[src/rtl/rxirq_consts.vh]
// Overview of operation
// - Low enable bit 6: line length change
// - Low enable bit 5: line count change
// - Low enable bit 4: receive buffer overflow
// - Low enable bit 2: link parity error
// - Low enable bit 1: port valid change
// - Low enable bit 0: lock status change
// - High flag 2: encoding error, second-status-read clears
// - High flag 1: sequence error, first-status-read clears
// - High flag 0: control CRC error, first-read clears
// - Low flag 6: line length, second-read clears
// - Low flag 5: line count, second-read clears
// - Low flag 4: buffer overflow, second-read clears
// - Low flag 2: parity error, first-read clears
// - Low flag 1: port valid, first-read clears
// - Low flag 0: lock change, first-read clears
// - GPIO flags bits 7:4, cleared on read
// - Live forward GPIO levels in bits 3:0
// - Port select routes per-port register accesses
// - High enable bits 2:0 for link errors
`ifndef RXIRQ_CONSTS_VH
`define RXIRQ_CONSTS_VH

// ----------------------------------------
// Geometry
// ----------------------------------------
`define RXIRQ_PORTS 4
`define RXIRQ_SEL_W 2
`define RXIRQ_DATA_W 8
`define RXIRQ_GPIO_PER_PORT 4

// ----------------------------------------
// Register offsets
// ----------------------------------------
`define RXIRQ_ADDR_PORT_SEL 8'h4c
`define RXIRQ_ADDR_STATUS_FIRST 8'h4d
`define RXIRQ_ADDR_STATUS_SECOND 8'h4e
`define RXIRQ_ADDR_EN_HIGH 8'hd8
`define RXIRQ_ADDR_EN_LOW 8'hd9
`define RXIRQ_ADDR_ST_HIGH 8'hda
`define RXIRQ_ADDR_ST_LOW 8'hdb
`define RXIRQ_ADDR_GPIO_ST 8'hdc

// ----------------------------------------
// Field positions and masks
// ----------------------------------------
`define RXIRQ_BIT_LINE_LEN 6
`define RXIRQ_BIT_LINE_CNT 5
`define RXIRQ_BIT_BUF_OVF 4
`define RXIRQ_BIT_PARITY 2
`define RXIRQ_BIT_PORT_VALID 1
`define RXIRQ_BIT_LOCK 0
`define RXIRQ_BIT_ENC_ERR 2
`define RXIRQ_BIT_SEQ_ERR 1
`define RXIRQ_BIT_CRC_ERR 0
`define RXIRQ_MASK_LOW 8'h77
`define RXIRQ_MASK_HIGH 8'h07
`define RXIRQ_MASK_SEL 8'h03
`define RXIRQ_MASK_FIRST_LOW 8'h07
`define RXIRQ_MASK_SECOND_LOW 8'h70
`define RXIRQ_MASK_FIRST_HIGH 8'h03
`define RXIRQ_MASK_SECOND_HIGH 8'h04
`define RXIRQ_RESET_BYTE 8'h00

`endif

[src/rtl/rxirq_sync.v]
`timescale 1ns/1ps
`include "rxirq_consts.vh"

module rxirq_sync #(
    parameter WIDTH = 16
) (
    input wire clock, // System clock
    input wire arst_n, // Async reset, active low
    input wire [WIDTH-1:0] async_in, // Levels from outside the domain
    output reg [WIDTH-1:0] sync_out // Two-flop synchronised levels
);

// ----------------------------------------
// Two-flop synchroniser
// ----------------------------------------
reg [WIDTH-1:0] meta_reg;

// First stage feeds only the second stage
always @(posedge clock or negedge arst_n) begin
    if (!arst_n) begin
        meta_reg <= {WIDTH{1'b0}};
        sync_out <= {WIDTH{1'b0}};
    end else begin
        meta_reg <= async_in;
        sync_out <= meta_reg;
    end
end

endmodule

[src/rtl/rxirq_top.v]
`timescale 1ns/1ps
`include "rxirq_consts.vh"

module rxirq_top (
    input wire clock, // 100 MHz system clock
    input wire arst_n, // Async reset, active low
    input wire reg_wr, // Register write strobe, one cycle
    input wire reg_rd, // Register read strobe, one cycle
    input wire [7:0] reg_addr, // Register address
    input wire [7:0] reg_wdata, // Register write data
    output reg [7:0] reg_rdata, // Read data, valid with reg_rvalid
    output reg reg_rvalid, // Read answer pulse
    output reg irq, // Combined interrupt request
    input wire [3:0] ev_line_length_change, // Per-port event pulses
    input wire [3:0] ev_line_count_change, // Per-port event pulses
    input wire [3:0] ev_buffer_overflow, // Per-port event pulses
    input wire [3:0] ev_link_parity, // Per-port event pulses
    input wire [3:0] ev_port_valid_change, // Per-port event pulses
    input wire [3:0] ev_lock_change, // Per-port event pulses
    input wire [3:0] ev_encoding_error, // Per-port event pulses
    input wire [3:0] ev_control_channel_sequence, // Per-port event pulses
    input wire [3:0] ev_control_channel_crc, // Per-port event pulses
    input wire [15:0] ev_gpio_irq, // GPIO conditions, port*4+gpio
    input wire [15:0] forward_gpio_level // Async GPIO levels, port*4+gpio
);

// ----------------------------------------
// Port select and access decode
// ----------------------------------------
reg [`RXIRQ_SEL_W-1:0] port_sel_reg;
wire [15:0] gpio_level_sync;
wire [31:0] en_low_flat;
wire [31:0] en_high_flat;
wire [31:0] st_low_flat;
wire [31:0] st_high_flat;
wire [31:0] gpio_st_flat;
wire [3:0] port_irq;
wire [4:0] byte_base;

// Index of the selected port's byte in each flat vector
assign byte_base = {port_sel_reg, 3'b000};

// Port select register; only the low bits are kept
always @(posedge clock or negedge arst_n) begin
    if (!arst_n) begin
        port_sel_reg <= {`RXIRQ_SEL_W{1'b0}};
    end else if (reg_wr && reg_addr == `RXIRQ_ADDR_PORT_SEL) begin
        port_sel_reg <= reg_wdata[`RXIRQ_SEL_W-1:0];
    end
end

// GPIO levels come from the link side, so resynchronise them
rxirq_sync #(
    .WIDTH(16)
) u_gpio_sync (
    .clock(clock),
    .arst_n(arst_n),
    .async_in(forward_gpio_level),
    .sync_out(gpio_level_sync)
);

// ----------------------------------------
// Per-port enables and sticky flags
// ----------------------------------------
genvar p;
generate
    for (p = 0; p < `RXIRQ_PORTS; p = p + 1) begin : g_port
        reg [7:0] en_low_reg;
        reg [7:0] en_high_reg;
        reg [7:0] st_low_reg;
        reg [7:0] st_high_reg;
        reg [3:0] gpio_flag_reg;
        reg [7:0] ev_low;
        reg [7:0] ev_high;
        wire hit;
        wire rd_first;
        wire rd_second;
        wire rd_gpio;
        reg [7:0] clr_low;
        reg [7:0] clr_high;

        // Port index at select width, so the compare has no silent extension
        localparam [`RXIRQ_SEL_W-1:0] PORT_ID = p;

        // Accesses reach this port only while it is selected
        assign hit = (port_sel_reg == PORT_ID);
        assign rd_first = reg_rd && hit && reg_addr == `RXIRQ_ADDR_STATUS_FIRST;
        assign rd_second = reg_rd && hit && reg_addr == `RXIRQ_ADDR_STATUS_SECOND;
        assign rd_gpio = reg_rd && hit && reg_addr == `RXIRQ_ADDR_GPIO_ST;

        // Gather this port's events into register bit positions
        always @* begin
            ev_low = `RXIRQ_RESET_BYTE;
            ev_high = `RXIRQ_RESET_BYTE;
            ev_low[`RXIRQ_BIT_LINE_LEN] = ev_line_length_change[p];
            ev_low[`RXIRQ_BIT_LINE_CNT] = ev_line_count_change[p];
            ev_low[`RXIRQ_BIT_BUF_OVF] = ev_buffer_overflow[p];
            ev_low[`RXIRQ_BIT_PARITY] = ev_link_parity[p];
            ev_low[`RXIRQ_BIT_PORT_VALID] = ev_port_valid_change[p];
            ev_low[`RXIRQ_BIT_LOCK] = ev_lock_change[p];
            ev_high[`RXIRQ_BIT_ENC_ERR] = ev_encoding_error[p];
            ev_high[`RXIRQ_BIT_SEQ_ERR] = ev_control_channel_sequence[p];
            ev_high[`RXIRQ_BIT_CRC_ERR] = ev_control_channel_crc[p];
        end

        // Which flags each status read clears
        always @* begin
            clr_low = `RXIRQ_RESET_BYTE;
            clr_high = `RXIRQ_RESET_BYTE;
            if (rd_first) begin
                clr_low = clr_low | `RXIRQ_MASK_FIRST_LOW;
                clr_high = clr_high | `RXIRQ_MASK_FIRST_HIGH;
            end
            if (rd_second) begin
                clr_low = clr_low | `RXIRQ_MASK_SECOND_LOW;
                clr_high = clr_high | `RXIRQ_MASK_SECOND_HIGH;
            end
        end

        // Enable registers, reserved bits masked on write
        always @(posedge clock or negedge arst_n) begin
            if (!arst_n) begin
                en_low_reg <= `RXIRQ_RESET_BYTE;
                en_high_reg <= `RXIRQ_RESET_BYTE;
            end else begin
                if (reg_wr && hit && reg_addr == `RXIRQ_ADDR_EN_LOW) begin
                    en_low_reg <= reg_wdata & `RXIRQ_MASK_LOW;
                end
                if (reg_wr && hit && reg_addr == `RXIRQ_ADDR_EN_HIGH) begin
                    en_high_reg <= reg_wdata & `RXIRQ_MASK_HIGH;
                end
            end
        end

        // Sticky flags; a new event wins over a same-cycle clear
        always @(posedge clock or negedge arst_n) begin
            if (!arst_n) begin
                st_low_reg <= `RXIRQ_RESET_BYTE;
                st_high_reg <= `RXIRQ_RESET_BYTE;
            end else begin
                st_low_reg <= ((st_low_reg & ~clr_low) | ev_low) & `RXIRQ_MASK_LOW;
                st_high_reg <= ((st_high_reg & ~clr_high) | ev_high) & `RXIRQ_MASK_HIGH;
            end
        end

        // GPIO flags clear when their register is read
        always @(posedge clock or negedge arst_n) begin
            if (!arst_n) begin
                gpio_flag_reg <= 4'h0;
            end else if (rd_gpio) begin
                gpio_flag_reg <= ev_gpio_irq[p*4 +: 4];
            end else begin
                gpio_flag_reg <= gpio_flag_reg | ev_gpio_irq[p*4 +: 4];
            end
        end

        // Flat views for readback, live levels in the low nibble
        assign en_low_flat[p*8 +: 8] = en_low_reg;
        assign en_high_flat[p*8 +: 8] = en_high_reg;
        assign st_low_flat[p*8 +: 8] = st_low_reg;
        assign st_high_flat[p*8 +: 8] = st_high_reg;
        assign gpio_st_flat[p*8 +: 8] = {gpio_flag_reg, gpio_level_sync[p*4 +: 4]};

        // Enabled flags of this port; GPIO flags raise the request with no enable gating
        assign port_irq[p] = |(st_low_reg & en_low_reg) |
                             |(st_high_reg & en_high_reg) |
                             |gpio_flag_reg;
    end
endgenerate

// ----------------------------------------
// Read data and interrupt output
// ----------------------------------------
reg [7:0] rdata_next;

// Readback mux; unmapped offsets and reserved bits return zero
always @* begin
    rdata_next = `RXIRQ_RESET_BYTE;
    case (reg_addr)
        `RXIRQ_ADDR_PORT_SEL: begin
            rdata_next = {6'h00, port_sel_reg};
        end
        `RXIRQ_ADDR_EN_HIGH: begin
            rdata_next = en_high_flat[byte_base +: 8];
        end
        `RXIRQ_ADDR_EN_LOW: begin
            rdata_next = en_low_flat[byte_base +: 8];
        end
        `RXIRQ_ADDR_ST_HIGH: begin
            rdata_next = st_high_flat[byte_base +: 8];
        end
        `RXIRQ_ADDR_ST_LOW: begin
            rdata_next = st_low_flat[byte_base +: 8];
        end
        `RXIRQ_ADDR_GPIO_ST: begin
            rdata_next = gpio_st_flat[byte_base +: 8];
        end
        default: begin
            rdata_next = `RXIRQ_RESET_BYTE;
        end
    endcase
end

// Registered answer; data holds until the next read
always @(posedge clock or negedge arst_n) begin
    if (!arst_n) begin
        reg_rdata <= `RXIRQ_RESET_BYTE;
        reg_rvalid <= 1'b0;
    end else begin
        reg_rvalid <= reg_rd;
        if (reg_rd) begin
            reg_rdata <= rdata_next;
        end
    end
end

// Level request, held while any enabled flag stands
always @(posedge clock or negedge arst_n) begin
    if (!arst_n) begin
        irq <= 1'b0;
    end else begin
        irq <= |port_irq;
    end
end

endmodule

[config.mk]
export PLATFORM = sky130hd
export DESIGN_NAME = rxirq_top
export DESIGN_NICKNAME = d
export VERILOG_FILES = /design/src/rtl/rxirq_sync.v /design/src/rtl/rxirq_top.v
export VERILOG_INCLUDE_DIRS = /design/src /design/src/rtl
export SDC_FILE = /design/constraint.sdc
export NUM_CORES = 1
export LEC_CHECK = 0
export BUFFER_PORTS_ARGS = -buffer_cell sky130_fd_sc_hd__buf_2
export CAP_MARGIN = 5
export CORE_MARGIN = 8
export CORE_UTILIZATION = 35
export CTS_BUF_LIST = sky130_fd_sc_hd__clkbuf_4
export DETAILED_ROUTE_END_ITERATION = 16
export PLACE_DENSITY_LB_ADDON = 0.1
export SLEW_MARGIN = 20
export SYNTH_ARGS = -nofsm -noshare
export SYNTH_HDL_FRONTEND = slang
export SYNTH_SLANG_ARGS = --single-unit
[constraint.sdc]
create_clock -name clock -period 1.4 [get_ports clock]
set_clock_uncertainty 0.1 [all_clocks]
set_input_delay 0.28 -clock clock [delete_from_list [all_inputs] [get_ports clock]]
set_output_delay 0.28 -clock clock [all_outputs]
set_load 0.03 [all_outputs]
==> impl_results.md, run 1 <==
- Net count after synthesis: 566
- Hold Crit Class: input pin to flop
- Crit path DAT: 2.07 ns
- Setup crit start: g_port[1].gpio_flag_reg[2]
- Commonest cells after routing, fill and taps aside: dfrtp_1 (130), buf_4 (102), buf_2 (83)
- Final Wtd Congestion: 0.976
- Fin crit share: 1.25
- Top cell type's share of synthesized area: 0.571
- Pre-CTS setup slack: -0.717 ns
- Final WL: 21200 um
- Placed cells: 885
- Die X: 145 um
- Die ar.: 0.0209 sq mm
- Core Box Area: 0.0163 sq mm
- Reg2reg end: irq
- Fin. Hold Viols: 0
- Clock power frac: 0.373
- Die H: 145 um
- TritonRoute pass-1 iters: 7
- Maximum clock path buffer count: 2
- Avg Synthesized Cell Area: 12.1 sq um
- PwrDens: 844 mW/mm^2
- CP bufs+invs: 0
- R2R setup slack: -0.35 ns
- Worst path slowest cell: dfrtp_1
- Critical path launch point type: flop
- Met2 WL: 10300 um
- Util after Layout: 0.577
- Post-layout min period: 1.75 ns
- Final Max Tran Viols: 0
- Number of global-route vias before repair: 5699
- Crit end category: flop
- Top sig layer: met4
- Post-Syn Instances: 478
- # rows: 47
- Failing checks: setup timing
- Fmax: 571 MHz
- Initial core utilization: 0.354
- Hpwl dp: 15300 um
- DR iter-0 viols: 330
- Final WS setup: -0.351 ns
- MaxCap Viol Count: 0
- Initial antenna violation count: 1
- Sw Pwr: 2.09 mW
- Ys async rst share: 1.00
- Critical Path RT: 1.72 ns
- Worst path cell trace: nor4_4 > nand4_1 > nor4_2 > nand4_1
- CTS tree: yes
- Leak Pwr: 4.03 nW
- Stages on worst setup path: 4
- Sw frac: 0.262
- Layout net count: 873
- Root Buffer: clkbuf_4
- Sequential area share after synthesis: 0.571
- Routed WL per cell: 20.8 um
- DR vias: 5222
- CP max stage delay: 0.43 ns
- First-pass GRT wire length: 32300 um
- Worst Path Max Fanout: 2
- Vias per std cell: 5.12
- Crit-path most repeated cell: nand4_1
- Largest net degree at the start of global routing: 33
- Placed inst area: 0.00736 sq mm
- Final instance area: 0.00944 sq mm
- Share of cells above drive strength 1: 0.485
- # DRC: 0
- Rel. slew slack: 0.699
- H-Tree Depth: 4
- Fin cells: 1019
- Max IR drop VDD: 0.000477 V
- Clock sinks: 132
- Commonest non-fill, non-tap cell in the layout: dfrtp_1
- CTS Buf Count: 17
- EDFF count, synth: 0
- Outcome: complete, but fails checks
- Commonest register cell after synthesis: dfrtp_1
- Setup repair after global routing missed its margin: true
- Critical path's top delay family: simple AND/OR/NAND/NOR gates
- M1 WL: 9390 um
- Internal power: 5.87 mW
- Crit path kind: flop to flop
- GRT Total Usage: 0.211
- Antenna viol nets, final: 0
- Worst Tran Pin Value: 0.439 ns
- Worst R2R Start: g_port[1].gpio_flag_reg[2]
- Synth top area cells: dfrtp_1 (57%), mux2_2 (7.2%), a21o_1 (6.7%), mux2i_1 (3.6%), nand2_1 (2.5%)
- Cell count of the worst reg-to-reg path: 4
- Worst-skew pair later-pin latency: 0.56 ns
- I/O pins: 98
- Clock transition at path regs: 0.12 ns
- Post-Syn Area: 0.00578 sq mm
- Comb power frac: 0.134
- YS warnings: 0
- GRT Residual Overflow: 0
- Area grow syn2layout: 63.1%
- Yosys top cell by area: dfrtp_1
- Final setup fails: 82
- Share of power burned in registers: 0.493
- Synthesis-stage register bit count: 132
- Port Buffer Count: 95
- Worst setup endpoint: irq
- Met3 WL post-DR: 1060 um
- Post-synth cell types: 49
## cell type report
type	count	area [sq um]
clock buffer	17	128
fill	1404	6910
multi-input combinational	314	2860
timing repair buffer	310	2620
sequential	132	3310
antenna	1	2.50
clock inverter	15	204
inverter	10	37.5
tap	220	275
## cells by family (layout without fill, tap and decap cells)
family | count (synthesis) | after routing | synth area share
muxes | 60 | 60 | 0.116
DFF | 132 | 132 | 0.571
buffers and inverters | 32 | 352 | 0.0335
AOI/OAI and AO/OA | 154 | 154 | 0.184
other | 0 | 1 | 0
and+or+nand+nor | 100 | 100 | 0.0950
## stage by stage
stage	power, mW	TNS, ns	hold WS (ns)
CTS	7.98	-6.24	0.0170
detailed placement	4.71	-55.27	0.146
global placement	4.70	-55.02	0.153
global route	8.29	-11.41	0.0297
finish	7.96	-8.34	0.0664
floorplan	4.26	-17.45	-0.116
## Yosys cell counts, types with 2 or more instances
master,number
dfrtp_1,132
o211ai_1,7
nand4_1,7
nand2b_1,4
nor2b_1,5
mux2_2,37
nor2_1,12
nor3_1,2
buf_6,5
inv_1,10
a21oi_1,13
o22ai_1,9
nand3_1,10
buf_2,5
a22o_1,4
a221oi_1,7
a22oi_1,10
a32oi_1,5
nand2_1,39
nor4_1,5
buf_4,5
mux4_2,2
a211oi_1,3
mux2i_1,21
o31ai_1,2
nor3b_2,2
o21ai_0,29
clkbuf_1,6
a21o_1,52
o22a_1,2
o21ai_1,5
nor2_2,4
## layer usage
metal  GRT usage  vias up
li1            -     2400
met1       0.273     2625
met2       0.351      164
met3      0.0390       33
met4      0.0646        0
met5           0        -
## power groups by stage
stage          clock network [mW]  registers [mW]  logic [mW]
6_report                     2.97            3.93        1.07
5_1_grt                      3.22            3.93        1.14
4_1_cts                      3.05            3.92        1.00
3_5_place_dp                    0            4.00       0.710
3_3_place_gp                    0            4.00       0.706
2_1_floorplan                   0            3.99       0.267
## worst min-delay path by stage
stage / from / end / slack, ns / cells after the start
floorplan: arst_n / g_port[0].en_high_reg[0] / -0.12 / 0
global placement: arst_n / u_gpio_sync.sync_out[3] / 0.15 / 1
detailed placement: arst_n / u_gpio_sync.meta_reg[7] / 0.15 / 1
CTS: reg_wdata[0] / g_port[2].en_low_reg[0] / 0.02 / 2
global route: reg_wdata[0] / g_port[0].en_low_reg[0] / 0.03 / 2
finish: reg_wr / port_sel_reg[0] / 0.07 / 3
## worst min-delay path: cells and delay by family
kind	cells	cell delay (ns)
and+or+nand+nor	1	0.11
muxes	1	0.16
buffers and inverters	1	0.14
## timing repair
item,4_1_cts,5_1_grt
resized for setup,146,41
endpoints found under the hold margin,217,0
buffers inserted,19,12
hold buffers,74,0
pin swaps,38,27
endpoints found under the setup margin,103,107
(Power assumes the default switching activity.)
==> inputs of run 2 (changes only) <==
--- a/config.mk
+++ b/config.mk
@@ -6,6 +6,7 @@
 export SDC_FILE = /design/constraint.sdc
 export NUM_CORES = 1
 export LEC_CHECK = 0
+export ABC_AREA = 1
 export BUFFER_PORTS_ARGS = -buffer_cell sky130_fd_sc_hd__buf_2
 export CAP_MARGIN = 5
 export CORE_MARGIN = 8
==> run 2 against run 1 <==
The run still ends with setup timing left. Critical endpoint unchanged. Cell area grew 2.0%. Count of clock-buffer cells in the layout stayed put. Critical path type unchanged. Final cell count up 18%. Via count increased by 9.0%. Die area rose by 1.6%. Maximum frequency up 9.1%. Highest routed layer unchanged. Total power fell by 5.2%. Hold slack improved by 0.028 ns. Area after synthesis rose by 1.8%.
==> impl_results.md, run 2 <==
- Outcome: complete, but fails checks (unchanged)
- Synthesis-stage register bit count: 132 (unchanged)
- Post-Syn Instances: 652 (was 478)
- MaxCap Viol Count: 0 (unchanged)
- Final setup fails: 91 (was 82)
- Worst Hold Launch: reg_wdata[1] (was reg_wr)
- Die ar.: 0.0212 sq mm (was 0.0209 sq mm)
- Util after Layout: 0.583 (was 0.577)
- Hold Crit Class: input pin to flop (unchanged)
- Net count after synthesis: 740 (was 566)
- GRT Total Usage: 0.198 (was 0.211)
- Pwr Total: 7.55 mW (was 7.96 mW)
- Maximum clock path buffer count: 2 (unchanged)
- Crit-path most repeated cell: nand4_1 (unchanged)
- Clock transition at path regs: 0.14 ns (was 0.12 ns)
- Post-synth cell types: 34 (was 49)
- Max IR drop VDD: 0.000827 V (was 0.000477 V)
- EDFF count, synth: 0 (unchanged)
- # DRC: 0 (unchanged)
- Largest net degree at the start of global routing: 46 (was 33)
- Crit path kind: flop to flop (unchanged)
- Synth top area cells: dfrtp_1 (56%), nand2_1 (11%), o21bai_1 (6.6%), inv_1 (5.5%), o21ai_0 (3.5%) (was dfrtp_1 (57%), mux2_2 (7.2%), a21o_1 (6.7%), mux2i_1 (3.6%), nand2_1 (2.5%))
- Sequential area share after synthesis: 0.561 (was 0.571)
- Worst path cell trace: nand2_1 > nand4_1 > nor4_4 > nand4_1 (was nor4_4 > nand4_1 > nor4_2 > nand4_1)
- Worst Tran Pin Value: 0.697 ns (was 0.439 ns)
- # rows: 47 (unchanged)
- Worst Path Max Fanout: 2 (unchanged)
- Avg Synthesized Cell Area: 9.03 sq um (was 12.1 sq um)
- Commonest non-fill, non-tap cell in the layout: dfrtp_1 (unchanged)
- Layout net count: 1052 (was 873)
- CTS tree: yes (unchanged)
- Initial core utilization: 0.356 (was 0.354)
- Final WS setup: -0.204 ns (was -0.351 ns)
- TritonRoute pass-1 iters: 5 (was 7)
- Final WL: 20400 um (was 21200 um)
- Crit path DAT: 1.91 ns (was 2.07 ns)
- Area grow syn2layout: 63.5% (was 63.1%)
- DR vias: 5694 (was 5222)
- Ys async rst share: 1.00 (unchanged)
- DR iter-0 viols: 375 (was 330)
- Clock sinks: 132 (unchanged)
- WHS Endpoint: g_port[1].en_low_reg[1] (was port_sel_reg[0])
- Hpwl dp: 15200 um (was 15300 um)
- Root Buffer: clkbuf_4 (unchanged)
- Post-layout min period: 1.60 ns (was 1.75 ns)
- Fin. Hold Viols: 0 (unchanged)
- Worst-skew pair later-pin latency: 0.56 ns (about the same)
- Worst path slowest cell: dfrtp_1 (unchanged)
- Initial antenna violation count: 1 (unchanged)
- First-pass GRT wire length: 32300 um (about the same)
- Commonest cells after routing, fill and taps aside: dfrtp_1 (130), nand2_1 (111), buf_4 (93) (was dfrtp_1 (130), buf_4 (102), buf_2 (83))
- I/O pins: 98 (unchanged)
- Die H: 146 um (was 145 um)
- Top cell type's share of synthesized area: 0.561 (was 0.571)
- YS warnings: 0 (unchanged)
- Fmax: 623 MHz (was 571 MHz)
- R2R setup slack: -0.20 ns (was -0.35 ns)
- Die X: 146 um (was 145 um)
- Core Box Area: 0.0165 sq mm (was 0.0163 sq mm)
- Post-Syn Area: 0.00589 sq mm (was 0.00578 sq mm)
- Final Wtd Congestion: 0.879 (was 0.976)
- Rel. slew slack: 0.534 (was 0.699)
- GRT Residual Overflow: 0 (unchanged)
- Final Max Tran Viols: 0 (unchanged)
- Leak Pwr: 4.91 nW (was 4.03 nW)
- Failing checks: setup timing (unchanged)
- Fin crit share: 1.15 (was 1.25)
- Worst R2R Start: g_port[3].en_low_reg[0] (was g_port[1].gpio_flag_reg[2])
- Cell count of the worst reg-to-reg path: 4 (unchanged)
- Routed WL per cell: 17.1 um (was 20.8 um)
- Crit end category: flop (unchanged)
- Share of cells above drive strength 1: 0.421 (was 0.485)
- Most common cell in the netlist: nand2_1 (was dfrtp_1)
- Setup repair after global routing missed its margin: true (unchanged)
- Setup TNS: -6.12 ns (was -8.34 ns)
- Critical Path RT: 1.71 ns (was 1.72 ns)
- Commonest register cell after synthesis: dfrtp_1 (unchanged)
- Critical path launch point type: flop (unchanged)
- Port Buffer Count: 95 (unchanged)
- H-Tree Depth: 4 (unchanged)
- PwrDens: 785 mW/mm^2 (was 844 mW/mm^2)
- CTS Buf Count: 17 (unchanged)
- CP max stage delay: 0.41 ns (was 0.43 ns)
- Number of global-route vias before repair: 5989 (was 5699)
- Yosys top cell by area: dfrtp_1 (unchanged)
- Antenna viol nets, final: 0 (unchanged)
- Worst hold stages: 3 (unchanged)
- Reg2reg end: irq (unchanged)
- Top cells by count, synth: nand2_1 (167), dfrtp_1 (132), inv_1 (86), o21bai_1 (52), o21ai_0 (41) (was dfrtp_1 (132), a21o_1 (52), nand2_1 (39), mux2_2 (37), o21ai_0 (29))
- Vias per std cell: 4.75 (was 5.12)
-- run 2: cell types whose count changed in the layout (fill, tap and decap cells not counted), sizes merged, moves of 7 or more --
cell,before,now
o221ai,0,10
nand2,40,173
inv,13,95
o21bai,0,52
mux2,37,0
mux2i,21,0
nor2,17,48
nand3,11,34
a22oi,10,0
a221oi,8,1
o21ai,35,60
a21o,52,0
-- run 2: final cells by class --
cell class,count,area [sq um]
fillers,1437,6900
flip-flops and latches,132,3310
multi-input cells,417,2790
repair buffers,307,2590
inverters,89,363
well taps,220,275
clock inverters,15,168
clock buffers,17,128
diodes,1,2.50
-- run 2: logic make-up (layout without fill, tap and decap cells) --
| family | Yosys count | after routing | share of synthesized area |
|---|---|---|---|
| other | 0 | 1 | 0 |
| AOI/OAI and AO/OA | 145 | 145 | 0.161 |
| and+or+nand+nor | 272 | 272 | 0.204 |
| buffers and inverters | 103 | 428 | 0.0739 |
| DFF | 132 | 132 | 0.561 |
-- run 2: critical path, delay by kind of cell, from the launching register on --
family / cells / cell delay (ns)
and+or+nand+nor: 4 / 0.94
DFF: 1 / 0.41
-- run 2: where the power goes --
group | leakage, nW | switching (mW) | internal (mW) | total (mW)
combinational | 3.27 | 0.433 | 0.472 | 0.904
sequential | 1.48 | 0.0365 | 3.88 | 3.92
clock | 0.155 | 1.63 | 1.10 | 2.73
total | 4.91 | 2.09 | 5.46 | 7.55
-- run 2: how the worst max path moves through the flow --
stage	startpoint	endpoint	slack [ns]
4_1_cts	g_port[2].gpio_flag_reg[0]	irq	-0.36
2_1_floorplan	reg_addr[6]	reg_rdata[0]	-0.07
5_1_grt	g_port[2].gpio_flag_reg[0]	irq	-0.32
3_5_place_dp	reg_addr[2]	reg_rdata[0]	-0.58
3_3_place_gp	reg_addr[2]	reg_rdata[0]	-0.59
6_report	g_port[3].en_low_reg[0]	irq	-0.20
-- run 2: routing by layer --
layer | track usage | vias to the layer above | wire, um
met2 | 0.317 | 130 | 9780
met3 | 0.0426 | 21 | 977
met4 | 0.0604 | 0 | 288
met1 | 0.262 | 2766 | 9400
li1 | - | 2777 | -
met5 | 0 | - | 0
-- run 2: through the flow --
stage	setup WS, ns	instance area [sq um]	cells	hold slack [ns]
after global placement	-0.594	7590	1071	0.0519
final	-0.204	9630	1198	0.0942
after global routing	-0.324	9630	1198	0.0500
after CTS	-0.360	9190	1191	0.00482
after detailed placement	-0.576	7590	1071	0.0545
after floorplan	-0.0720	5940	652	-0.116
-- run 2: what timing repair did --
action | 4_1_cts | 5_1_grt
pin swaps | 36 | 49
buffers inserted | 14 | 14
endpoints found under the hold margin | 214 | 16
hold buffers | 76 | 1
cloned | 2 | 0
setup endpoints to repair | 100 | 118
resized for setup | 133 | 121
